`config.mk`:
```
export PLATFORM = sky130hd
export DESIGN_NAME = rtcac_core
export DESIGN_NICKNAME = d
export VERILOG_FILES = /design/src/rtcac_pkg.sv /design/src/rtcac_alarm_match.sv /design/src/rtcac_core.sv
export SDC_FILE = /design/constraint.sdc
export NUM_CORES = 1
export LEC_CHECK = 0
export BUFFER_PORTS_ARGS = -buffer_cell sky130_fd_sc_hd__buf_2
export CAP_MARGIN = 20
export CORE_UTILIZATION = 45
export CTS_CLUSTER_DIAMETER = 30
export CTS_CLUSTER_SIZE = 24
export DETAILED_ROUTE_END_ITERATION = 16
export PLACE_DENSITY = 0.69
export SLEW_MARGIN = 15
export SYNTH_ARGS = -nofsm -noshare
export SYNTH_HDL_FRONTEND = slang
export SYNTH_HIERARCHICAL = 1
export SYNTH_SLANG_ARGS = --single-unit
```
`constraint.sdc`:
```
create_clock -name clk_i -period 3.1 [get_ports clk_i]
set_input_delay 0.31 -clock clk_i [delete_from_list [all_inputs] [get_ports clk_i]]
set_output_delay 0.31 -clock clk_i [all_outputs]
set_load 0.03 [all_outputs]
```
`src/rtcac_pkg.sv`:
```
// Constants and types for the alarm, control and status block
package rtcac_pkg;

  // Register offsets
  localparam logic [4:0] ADDR_ALARM_A_SEC  = 5'h07;
  localparam logic [4:0] ADDR_ALARM_A_MIN  = 5'h08;
  localparam logic [4:0] ADDR_ALARM_A_HOUR = 5'h09;
  localparam logic [4:0] ADDR_ALARM_A_DAY  = 5'h0A;
  localparam logic [4:0] ADDR_ALARM_B_MIN  = 5'h0B;
  localparam logic [4:0] ADDR_ALARM_B_HOUR = 5'h0C;
  localparam logic [4:0] ADDR_ALARM_B_DAY  = 5'h0D;
  localparam logic [4:0] ADDR_CONTROL      = 5'h0E;
  localparam logic [4:0] ADDR_STATUS       = 5'h0F;
  localparam logic [4:0] ADDR_CHARGER      = 5'h10;

  // Field positions
  localparam int MASK_BIT        = 7;
  localparam int SELECT_BIT      = 6;
  localparam int CTL_OSC_RUN_N   = 7;
  localparam int CTL_BACKUP_OUT  = 5;
  localparam int CTL_RATE_HI     = 4;
  localparam int CTL_RATE_LO     = 3;
  localparam int CTL_IRQ_MODE    = 2;
  localparam int CTL_B_IRQ_EN    = 1;
  localparam int CTL_A_IRQ_EN    = 0;
  localparam int STS_OSC_HALT    = 7;
  localparam int STS_B_FLAG      = 1;
  localparam int STS_A_FLAG      = 0;

  // Reset values
  localparam logic [7:0] CONTROL_RESET = 8'h18;
  localparam logic [7:0] STATUS_RESET  = 8'h80;
  localparam logic [7:0] CHARGER_RESET = 8'h00;
  localparam logic [7:0] ALARM_RESET   = 8'h00;

  // Charger decode
  localparam logic [3:0] CHARGER_KEY = 4'hA;
  localparam logic [1:0] DIODE_NONE  = 2'h1;
  localparam logic [1:0] DIODE_ONE   = 2'h2;
  localparam logic [1:0] RES_OFF     = 2'h0;

  // Oscillator divider taps, counted in oscillator rising edges
  localparam int DIV_WIDTH   = 15;
  localparam int TAP_1HZ     = 14;
  localparam int TAP_8K      = 1;
  localparam int TAP_4K      = 2;

  // Timing
  localparam int CLK_PERIOD_NS = 40;
  localparam int OSC_STALL_NS  = 4000;
  localparam int OSC_STALL_CYCLES = (OSC_STALL_NS + CLK_PERIOD_NS - 1) / CLK_PERIOD_NS;

  typedef enum logic [2:0] {
    OSC_STOPPED  = 3'h1,
    OSC_STARTING = 3'h2,
    OSC_RUNNING  = 3'h4
  } rtcac_osc_state_type;

endpackage : rtcac_pkg

```
`src/rtcac_alarm_match.sv`:
```
// Field-wise alarm comparator shared by both alarms
module rtcac_alarm_match (
  // Alarm settings
  input  wire logic [7:0] alarm_sec_i,
  input  wire logic [7:0] alarm_min_i,
  input  wire logic [7:0] alarm_hour_i,
  input  wire logic [7:0] alarm_day_i,
  // Current time
  input  wire logic [7:0] time_sec_i,
  input  wire logic [7:0] time_min_i,
  input  wire logic [7:0] time_hour_i,
  input  wire logic [7:0] time_weekday_i,
  input  wire logic [7:0] time_date_i,
  // Result
  output logic            match_o
);

  logic       sec_ok;
  logic       min_ok;
  logic       hour_ok;
  logic       day_ok;
  logic [5:0] day_ref;

  // Mask and select bits stay out of the compare
  assign sec_ok  = alarm_sec_i[rtcac_pkg::MASK_BIT]
                 | (alarm_sec_i[6:0] == time_sec_i[6:0]);
  assign min_ok  = alarm_min_i[rtcac_pkg::MASK_BIT]
                 | (alarm_min_i[6:0] == time_min_i[6:0]);
  assign hour_ok = alarm_hour_i[rtcac_pkg::MASK_BIT]
                 | (alarm_hour_i[6:0] == time_hour_i[6:0]);
  assign day_ref = alarm_day_i[rtcac_pkg::SELECT_BIT] ? time_weekday_i[5:0]
                                                      : time_date_i[5:0];
  assign day_ok  = alarm_day_i[rtcac_pkg::MASK_BIT]
                 | (alarm_day_i[5:0] == day_ref);
  // Masked fields always agree, so all-masked fires on every evaluation
  assign match_o = sec_ok & min_ok & hour_ok & day_ok;

endmodule : rtcac_alarm_match

```
`src/rtcac_core.sv`:
```
// Alarm, control, status and charger register logic of the clock
module rtcac_core #(
  parameter int STALL_CYCLES = rtcac_pkg::OSC_STALL_CYCLES
) (
  // Clock and reset
  input  wire logic       clk_i,
  input  wire logic       reset_i,
  // Register access from the serial slave
  input  wire logic [4:0] reg_addr_i,
  input  wire logic [7:0] reg_wdata_i,
  input  wire logic       reg_wr_i,
  output logic      [7:0] reg_rdata_o,
  // Timekeeping counters
  input  wire logic       time_update_i,
  input  wire logic [7:0] time_sec_i,
  input  wire logic [7:0] time_min_i,
  input  wire logic [7:0] time_hour_i,
  input  wire logic [7:0] time_weekday_i,
  input  wire logic [7:0] time_date_i,
  output logic            second_tick_o,
  // Oscillator and supply
  input  wire logic       osc_clk_i,
  input  wire logic       backup_active_i,
  output logic            osc_enable_o,
  // Shared output pin
  output logic            wave_or_irq_pin_o,
  output logic            wave_or_irq_pin_oe_n_o,
  // Charger selection
  output logic            charger_enable_o,
  output logic            charger_diode_o,
  output logic      [1:0] charger_res_sel_o
);

  logic [7:0] alarm_a_sec;
  logic [7:0] alarm_a_min;
  logic [7:0] alarm_a_hour;
  logic [7:0] alarm_a_day;
  logic [7:0] alarm_b_min;
  logic [7:0] alarm_b_hour;
  logic [7:0] alarm_b_day;
  logic [7:0] control;
  logic [7:0] charger_config;
  logic       osc_halt_flag;
  logic       alarm_a_flag;
  logic       alarm_b_flag;
  logic       match_a;
  logic       match_b;
  logic       wr_status;
  logic       wr_control;
  logic       osc_stop_event;
  logic       next_osc_halt_flag;
  logic       next_alarm_a_flag;
  logic       next_alarm_b_flag;
  logic [7:0] next_rdata;

  logic       osc_run_n;
  logic       backup_output_enable;
  logic       rate_select_hi;
  logic       rate_select_lo;
  logic       irq_mode_select;
  logic       alarm_b_irq_enable;
  logic       alarm_a_irq_enable;

  localparam int DIV_W = rtcac_pkg::DIV_WIDTH;

  logic [2:0] osc_sync;
  logic       osc_level;
  logic       osc_rise;
  logic [2:0] backup_sync;
  logic       backup_level;
  logic [DIV_W-1:0] div_count;
  logic [15:0] stall_count;
  logic       stall_event;
  rtcac_pkg::rtcac_osc_state_type osc_state;
  rtcac_pkg::rtcac_osc_state_type next_osc_state;

  logic       irq_active;
  logic       wave_level;
  logic       pin_float;
  logic       next_pin_o;
  logic       next_pin_oe_n;

  assign osc_run_n            = control[rtcac_pkg::CTL_OSC_RUN_N];
  assign backup_output_enable = control[rtcac_pkg::CTL_BACKUP_OUT];
  assign rate_select_hi       = control[rtcac_pkg::CTL_RATE_HI];
  assign rate_select_lo       = control[rtcac_pkg::CTL_RATE_LO];
  assign irq_mode_select      = control[rtcac_pkg::CTL_IRQ_MODE];
  assign alarm_b_irq_enable   = control[rtcac_pkg::CTL_B_IRQ_EN];
  assign alarm_a_irq_enable   = control[rtcac_pkg::CTL_A_IRQ_EN];

  assign wr_status  = reg_wr_i && (reg_addr_i == rtcac_pkg::ADDR_STATUS);
  assign wr_control = reg_wr_i && (reg_addr_i == rtcac_pkg::ADDR_CONTROL);

  // Register writes
  always_ff @(posedge clk_i)
  begin
    if (reset_i)
    begin
      alarm_a_sec    <= rtcac_pkg::ALARM_RESET;
      alarm_a_min    <= rtcac_pkg::ALARM_RESET;
      alarm_a_hour   <= rtcac_pkg::ALARM_RESET;
      alarm_a_day    <= rtcac_pkg::ALARM_RESET;
      alarm_b_min    <= rtcac_pkg::ALARM_RESET;
      alarm_b_hour   <= rtcac_pkg::ALARM_RESET;
      alarm_b_day    <= rtcac_pkg::ALARM_RESET;
      control        <= rtcac_pkg::CONTROL_RESET;
      charger_config <= rtcac_pkg::CHARGER_RESET;
    end
    else if (reg_wr_i)
    begin
      case (reg_addr_i)
        rtcac_pkg::ADDR_ALARM_A_SEC:  alarm_a_sec    <= reg_wdata_i;
        rtcac_pkg::ADDR_ALARM_A_MIN:  alarm_a_min    <= reg_wdata_i;
        rtcac_pkg::ADDR_ALARM_A_HOUR: alarm_a_hour   <= reg_wdata_i;
        rtcac_pkg::ADDR_ALARM_A_DAY:  alarm_a_day    <= reg_wdata_i;
        rtcac_pkg::ADDR_ALARM_B_MIN:  alarm_b_min    <= reg_wdata_i;
        rtcac_pkg::ADDR_ALARM_B_HOUR: alarm_b_hour   <= reg_wdata_i;
        rtcac_pkg::ADDR_ALARM_B_DAY:  alarm_b_day    <= reg_wdata_i;
        // Bit 6 of control is fixed at zero
        rtcac_pkg::ADDR_CONTROL:      control        <= reg_wdata_i & 8'hBF;
        rtcac_pkg::ADDR_CHARGER:      charger_config <= reg_wdata_i;
        default:                      control        <= control;
      endcase
    end
  end

  // Alarm compare; alarm B has no seconds register and fires at second zero
  rtcac_alarm_match u_match_a (
    .alarm_sec_i    (alarm_a_sec),
    .alarm_min_i    (alarm_a_min),
    .alarm_hour_i   (alarm_a_hour),
    .alarm_day_i    (alarm_a_day),
    .time_sec_i     (time_sec_i),
    .time_min_i     (time_min_i),
    .time_hour_i    (time_hour_i),
    .time_weekday_i (time_weekday_i),
    .time_date_i    (time_date_i),
    .match_o        (match_a)
  );

  rtcac_alarm_match u_match_b (
    .alarm_sec_i    (8'h00),
    .alarm_min_i    (alarm_b_min),
    .alarm_hour_i   (alarm_b_hour),
    .alarm_day_i    (alarm_b_day),
    .time_sec_i     (time_sec_i),
    .time_min_i     (time_min_i),
    .time_hour_i    (time_hour_i),
    .time_weekday_i (time_weekday_i),
    .time_date_i    (time_date_i),
    .match_o        (match_b)
  );

  // Oscillator input: three stages, change accepted when last two agree
  always_ff @(posedge clk_i)
  begin
    if (reset_i)
    begin
      osc_sync  <= 3'h0;
      osc_level <= 1'b0;
    end
    else
    begin
      osc_sync <= {osc_sync[1:0], osc_clk_i};
      if (osc_sync[1] == osc_sync[2])
      begin
        osc_level <= osc_sync[2];
      end
    end
  end

  assign osc_rise = (osc_sync[1] == osc_sync[2]) && osc_sync[2] && !osc_level;

  always_ff @(posedge clk_i)
  begin
    if (reset_i)
    begin
      backup_sync  <= 3'h0;
      backup_level <= 1'b0;
    end
    else
    begin
      backup_sync <= {backup_sync[1:0], backup_active_i};
      if (backup_sync[1] == backup_sync[2])
      begin
        backup_level <= backup_sync[2];
      end
    end
  end

  // Divider runs only while the oscillator is enabled
  always_ff @(posedge clk_i)
  begin
    if (reset_i)
    begin
      div_count     <= '0;
      second_tick_o <= 1'b0;
    end
    else
    begin
      second_tick_o <= 1'b0;
      if (!osc_run_n && osc_rise)
      begin
        div_count     <= div_count + 1'b1;
        second_tick_o <= &div_count;
      end
    end
  end

  // Stall watchdog catches an oscillator that dies on its own
  always_ff @(posedge clk_i)
  begin
    if (reset_i || osc_rise || osc_run_n)
    begin
      stall_count <= 16'h0000;
    end
    else if (stall_count != 16'(STALL_CYCLES))
    begin
      stall_count <= stall_count + 16'h0001;
    end
  end

  assign stall_event = (stall_count == 16'(STALL_CYCLES - 1));

  always_comb
  begin
    next_osc_state = osc_state;
    case (osc_state)
      rtcac_pkg::OSC_STOPPED:
        if (!osc_run_n)
          next_osc_state = rtcac_pkg::OSC_STARTING;
      rtcac_pkg::OSC_STARTING:
        if (osc_run_n)
          next_osc_state = rtcac_pkg::OSC_STOPPED;
        else if (osc_rise)
          next_osc_state = rtcac_pkg::OSC_RUNNING;
      rtcac_pkg::OSC_RUNNING:
        if (osc_run_n || stall_event)
          next_osc_state = rtcac_pkg::OSC_STOPPED;
      default:
        next_osc_state = rtcac_pkg::OSC_STOPPED;
    endcase
  end

  always_ff @(posedge clk_i)
  begin
    if (reset_i)
    begin
      osc_state    <= rtcac_pkg::OSC_STOPPED;
      osc_enable_o <= 1'b0;
    end
    else
    begin
      osc_state    <= next_osc_state;
      osc_enable_o <= !osc_run_n;
    end
  end

  // Edge triggered: leaving the running state is the stop event
  assign osc_stop_event = (osc_state == rtcac_pkg::OSC_RUNNING)
                       && (next_osc_state == rtcac_pkg::OSC_STOPPED);

  // Sticky flags: a set in the clearing cycle wins
  always_comb
  begin
    next_osc_halt_flag = osc_halt_flag;
    next_alarm_a_flag  = alarm_a_flag;
    next_alarm_b_flag  = alarm_b_flag;
    if (wr_status)
    begin
      next_osc_halt_flag = osc_halt_flag & reg_wdata_i[rtcac_pkg::STS_OSC_HALT];
      next_alarm_a_flag  = alarm_a_flag & reg_wdata_i[rtcac_pkg::STS_A_FLAG];
      next_alarm_b_flag  = alarm_b_flag & reg_wdata_i[rtcac_pkg::STS_B_FLAG];
    end
    if (osc_stop_event)
      next_osc_halt_flag = 1'b1;
    if (time_update_i && match_a)
      next_alarm_a_flag = 1'b1;
    if (time_update_i && match_b)
      next_alarm_b_flag = 1'b1;
  end

  always_ff @(posedge clk_i)
  begin
    if (reset_i)
    begin
      osc_halt_flag <= rtcac_pkg::STATUS_RESET[rtcac_pkg::STS_OSC_HALT];
      alarm_a_flag  <= rtcac_pkg::STATUS_RESET[rtcac_pkg::STS_A_FLAG];
      alarm_b_flag  <= rtcac_pkg::STATUS_RESET[rtcac_pkg::STS_B_FLAG];
    end
    else
    begin
      osc_halt_flag <= next_osc_halt_flag;
      alarm_a_flag  <= next_alarm_a_flag;
      alarm_b_flag  <= next_alarm_b_flag;
    end
  end

  // Read data, unmapped offsets read zero
  always_comb
  begin
    case (reg_addr_i)
      rtcac_pkg::ADDR_ALARM_A_SEC:  next_rdata = alarm_a_sec;
      rtcac_pkg::ADDR_ALARM_A_MIN:  next_rdata = alarm_a_min;
      rtcac_pkg::ADDR_ALARM_A_HOUR: next_rdata = alarm_a_hour;
      rtcac_pkg::ADDR_ALARM_A_DAY:  next_rdata = alarm_a_day;
      rtcac_pkg::ADDR_ALARM_B_MIN:  next_rdata = alarm_b_min;
      rtcac_pkg::ADDR_ALARM_B_HOUR: next_rdata = alarm_b_hour;
      rtcac_pkg::ADDR_ALARM_B_DAY:  next_rdata = alarm_b_day;
      rtcac_pkg::ADDR_CONTROL:      next_rdata = control;
      rtcac_pkg::ADDR_STATUS:       next_rdata = {osc_halt_flag, 5'h00, alarm_b_flag, alarm_a_flag};
      rtcac_pkg::ADDR_CHARGER:      next_rdata = charger_config;
      default:                      next_rdata = 8'h00;
    endcase
  end

  always_ff @(posedge clk_i)
  begin
    if (reset_i)
      reg_rdata_o <= 8'h00;
    else
      reg_rdata_o <= next_rdata;
  end

  // Shared pin: driven high and low unless floating, interrupt pulls low
  assign irq_active = (alarm_a_flag && alarm_a_irq_enable)
                   || (alarm_b_flag && alarm_b_irq_enable);

  always_comb
  begin
    case ({rate_select_hi, rate_select_lo})
      2'h0:    wave_level = div_count[rtcac_pkg::TAP_1HZ];
      2'h1:    wave_level = div_count[rtcac_pkg::TAP_4K];
      2'h2:    wave_level = div_count[rtcac_pkg::TAP_8K];
      default: wave_level = osc_level;
    endcase
  end

  // Stopped oscillator also freezes the wave
  assign pin_float = backup_level && !backup_output_enable;

  always_comb
  begin
    if (pin_float)
    begin
      next_pin_o    = 1'b1;
      next_pin_oe_n = 1'b1;
    end
    else if (irq_mode_select)
    begin
      next_pin_o    = !irq_active;
      next_pin_oe_n = 1'b0;
    end
    else
    begin
      next_pin_o    = wave_level;
      next_pin_oe_n = 1'b0;
    end
  end

  always_ff @(posedge clk_i)
  begin
    if (reset_i)
    begin
      wave_or_irq_pin_o      <= 1'b1;
      wave_or_irq_pin_oe_n_o <= 1'b1;
    end
    else
    begin
      wave_or_irq_pin_o      <= next_pin_o;
      wave_or_irq_pin_oe_n_o <= next_pin_oe_n;
    end
  end

  // Charger decode; the key guards against stray writes
  always_ff @(posedge clk_i)
  begin
    if (reset_i)
    begin
      charger_enable_o  <= 1'b0;
      charger_diode_o   <= 1'b0;
      charger_res_sel_o <= 2'h0;
    end
    else
    begin
      charger_enable_o  <= (charger_config[7:4] == rtcac_pkg::CHARGER_KEY)
                        && ((charger_config[3:2] == rtcac_pkg::DIODE_NONE)
                         || (charger_config[3:2] == rtcac_pkg::DIODE_ONE))
                        && (charger_config[1:0] != rtcac_pkg::RES_OFF);
      charger_diode_o   <= (charger_config[3:2] == rtcac_pkg::DIODE_ONE);
      charger_res_sel_o <= charger_config[1:0];
    end
  end

  a_alarm_a_every_sec: assert property (
    @(posedge clk_i) disable iff (reset_i)
    time_update_i && alarm_a_sec[7] && alarm_a_min[7] && alarm_a_hour[7]
      && alarm_a_day[7] |=> alarm_a_flag)
    else $error("alarm A missed with all masks set");

  a_alarm_b_minute: assert property (
    @(posedge clk_i) disable iff (reset_i)
    time_update_i && (time_sec_i != 8'h00) && !alarm_b_flag && !wr_control
      |=> !alarm_b_flag)
    else $error("alarm B fired away from second zero");

  a_flag_set_wins: assert property (
    @(posedge clk_i) disable iff (reset_i)
    time_update_i && match_a && wr_status |=> alarm_a_flag)
    else $error("alarm A set lost to clear");

  a_flag_write_one: assert property (
    @(posedge clk_i) disable iff (reset_i)
    alarm_b_flag && wr_status && reg_wdata_i[1] |=> alarm_b_flag)
    else $error("alarm B flag changed by writing one");

  a_halt_sticky: assert property (
    @(posedge clk_i) disable iff (reset_i)
    osc_halt_flag && !(wr_status && !reg_wdata_i[7]) |=> osc_halt_flag)
    else $error("halt flag dropped without a zero write");

  a_halt_on_stop: assert property (
    @(posedge clk_i) disable iff (reset_i)
    (osc_state == rtcac_pkg::OSC_RUNNING) && osc_run_n |=> osc_halt_flag)
    else $error("stop did not raise halt flag");

  a_irq_pin_low: assert property (
    @(posedge clk_i) disable iff (reset_i)
    irq_mode_select && alarm_a_irq_enable && alarm_a_flag && !pin_float
      |=> !wave_or_irq_pin_o && !wave_or_irq_pin_oe_n_o)
    else $error("alarm A interrupt not on pin");

  a_irq_b_gate: assert property (
    @(posedge clk_i) disable iff (reset_i)
    irq_mode_select && !alarm_a_flag && !alarm_b_irq_enable && !pin_float
      |=> wave_or_irq_pin_o)
    else $error("alarm B interrupt without enable");

  a_pin_floats: assert property (
    @(posedge clk_i) disable iff (reset_i)
    backup_level && !backup_output_enable |=> wave_or_irq_pin_oe_n_o)
    else $error("pin driven on backup while disabled");

  a_wave_fast: assert property (
    @(posedge clk_i) disable iff (reset_i)
    !irq_mode_select && rate_select_hi && rate_select_lo && !pin_float
      |=> wave_or_irq_pin_o == $past(osc_level))
    else $error("fast square wave not on pin");

  a_charger_key: assert property (
    @(posedge clk_i) disable iff (reset_i)
    charger_config[7:4] != rtcac_pkg::CHARGER_KEY |=> !charger_enable_o)
    else $error("charger enabled without key");

endmodule : rtcac_core

```
==> metrics.md <==
| Metric | Value |
|---|---|
| Final Cell Area | 7540 µm² |
| Post-CTS sizing | 0 |
| ANT cells | 0 |
| Internal Pwr Total | 3.13 mW |
| Max-Cap Viols | 0 |
| Crit Path Class | reg -> reg |
| Worst Skew | 10.8 ps |
| Flip-flop and latch count after synthesis | 132 |
| Die height | 122 µm |
| CTS tree | built |
| Setup-failing EPs final | 0 |
| Area growth syn-to-layout | 16.3% |
| # DRC | 0 |
| Synth Area in Adders | 0.965% |
| Initial Utilization | 46.3% |
| Worst hold slack | 99.7 ps |
| Post-Synth Simple-Gate Area | 22.0% |
| Synth Area in Compound Gates | 9.88% |
| XOR/XNOR Fraction of Synth Area | 9.59% |
| RSZ-0062 raised after global routing | no |
| Max transition margin | 48.4% |
| Final TNS setup | 0 ps |
| Largest family of logic cells by synthesized area | simple AND/OR/NAND/NOR gates |
| Final slew viol count | 0 |
| Ys Warns | 6 |
| Clk pwr share | 50.5% |
| Average wire per standard cell | 18.0 µm |
| CP Launch Type | register |
| Largest reg by FF count | stall_count |
| Total power | 4.07 mW |
| Via-to-Cell Ratio | 5.75 |
| Setup crit end kind | register |
| Deepest clock path buffer count | 2 |
| First DRT Iteration DRCs | 654 |
| Setup bufs post-CTS | 0 |
| Syn Inst Count | 727 |
| Switching Fraction | 23.2% |
| Remaining global-route overflow | 0 |
| Flop pwr share | 42.7% |
| Combinational Power Share | 6.8% |
| Syn_area_per_cell | 8.92 µm² |
| Min-delay src | osc_clk_i |
| Synth unique cells | 58 |
| Initial antenna violation count | 0 |
| Placed instance area | 6930 µm² |
| H-tree lvl count | 4 |
| Post-route clock period utilization | 70.8% |
| 1st-pass router iterations | 5 |
| NetSw | 0.943 mW |
| Leakage power total | 2.85 nW |
| Port Buffers | 67 |
| I/O Pins | 75 |
| Synth async-reset ratio | 0% |
| Regs by FF count | stall_count (16), div_count (15) |
| # hold bufs at CTS | 0 |
| Post-synthesis sequential area ratio | 40.8% |
| Mux contribution to synthesized area | 12.9% |
| Max reg flops | 16 |
| Core area | 14000 µm² |
| Die width | 122 µm |
| Cells after DPL | 943 |
| Worst VDD drop | 395 µV |
| Largest net degree at the start of global routing | 61 |
| Final min period | 2200 ps |
| Final Hold Vio Count | 0 |
| Clk sink count | 132 |
| Post-route worst setup slack | 904 ps |
| Required @ worst endpoint | 3410 ps |
| HPWL after detailed placement | 12.7 mm |
| WL final | 17.6 mm |
| Fmax | 455 MHz |
| RD Place Congestion | 0.917 |
| Clock transition at path regs | 60 ps |
| PwrDens | 540 nW/µm² |
| Rows | 43 |
| Top_reg_cell synth | dfxtp_1 |
| CTS Buf Count | 17 |
| Non-filler cells, final | 975 |
| CP startpoint | osc_sync[2]$_SDFF_PP0_ |
| Mapped Area | 6480 µm² |
| Clk_lat worst skew | 430 ps |
| Final Util | 53.9% |
| Via count of the first global-routing pass | 5347 |
| R2R Path Start | osc_sync[2]$_SDFF_PP0_ |
| Critical path fanouts, max | 9 |
| Worst EP arrival | 2510 ps |
| DR vias | 5608 |
| Post-synth EDFFs | 0 |
| Setup WS pre-CTS | 865 ps |
| Global-route wire length before repair | 27.4 mm |
| Worst-Margin Slew | 769 ps |
| Clock root cell | clkbuf_16 |
| HP Class | in -> reg |
| Layout cells sized above 1 | 15.8% |
| # nets final | 846 |
| Routed Antenna Nets | 0 |
| DIE AREA | 14900 µm² |
| R2R Setup Slk | 900 ps |
| GRT Resource Usage Total | 24.5% |
| Status | complete, no violations |
power by group through the flow:
stage / Clock [mW] / Sequential [mW] / Combinational [mW]
CTS: 2.08 / 1.74 / 0.274
detailed placement: 0 / 1.77 / 0.273
finish: 2.05 / 1.74 / 0.278
floorplan: 0 / 1.77 / 0.174
global route: 2.17 / 1.74 / 0.300
global placement: 0 / 1.77 / 0.264
cells in the final DEF, fill, tap and decap left out, types with 17 or more instances in the layout:
cell type and count:
nor2_1 73, xnor2_1 38, dfxtp_1 132, nand2_1 51
buf_2 67, clkbuf_16 17, nand3_1 44, xor2_1 33
a21oi_1 49, mux2i_1 69
critical path: stages (launching register included):
cell,delay [ps]
dfxtp_1,330
ha_1,180
or3b_1,500
nor4_1,610
nand3_1,170
mux2_2,290
final timing paths:
check / to / cells after the start
setup / recovery: div_count[12]$_SDFFE_PP0P_ / 5
hold / removal: osc_sync[0]$_SDFF_PP0_ / 2
setup reg to reg: div_count[12]$_SDFFE_PP0P_ / 5
hold reg to reg: osc_sync[1]$_SDFF_PP0_ / 1
cells by family after synthesis:
logic type | count (synthesis)
fa+ha+maj | 5
flops | 132
mux | 78
simple gates | 277
xor+xnor | 71
other cells | 1
buf+inv | 58
compound gates | 105
layer usage:
metal	global-route usage, %	share of wire (%)	vias up
met2	38.7	47	194
met3	4.40	5.7	40
met4	11.3	2.6	0
met1	32.3	45	2701
met5	0	0	-
li1	-	-	2673
area by class of cell:
cell class                      count  area [µm²]
Clock buffer                       20         457
Tap cell                          180         225
Multi-Input combinational cell    544        3620
Clock inverter                     12         155
Sequential cell                   132        2640
Inverter                           12        45.0
Fill cell                        1271        6450
Timing Repair Buffer               75         395
synthesized netlist by cell type (all sizes together), types with 12 or more instances:
cell    instances  area share [%]
nand3          44             3.4
xor2           33             4.5
nor2b          14             1.4
o21ai          14             1.1
nand4          12             1.2
nor4           15             1.7
a21oi          49             3.8
nor2           73             4.2
mux2i          69              11
clkbuf         36             2.1
xnor2          38             5.1
nand2          51             3.0
dfxtp         132              41
nor3           16             1.5
(Power assumes the default switching activity.)
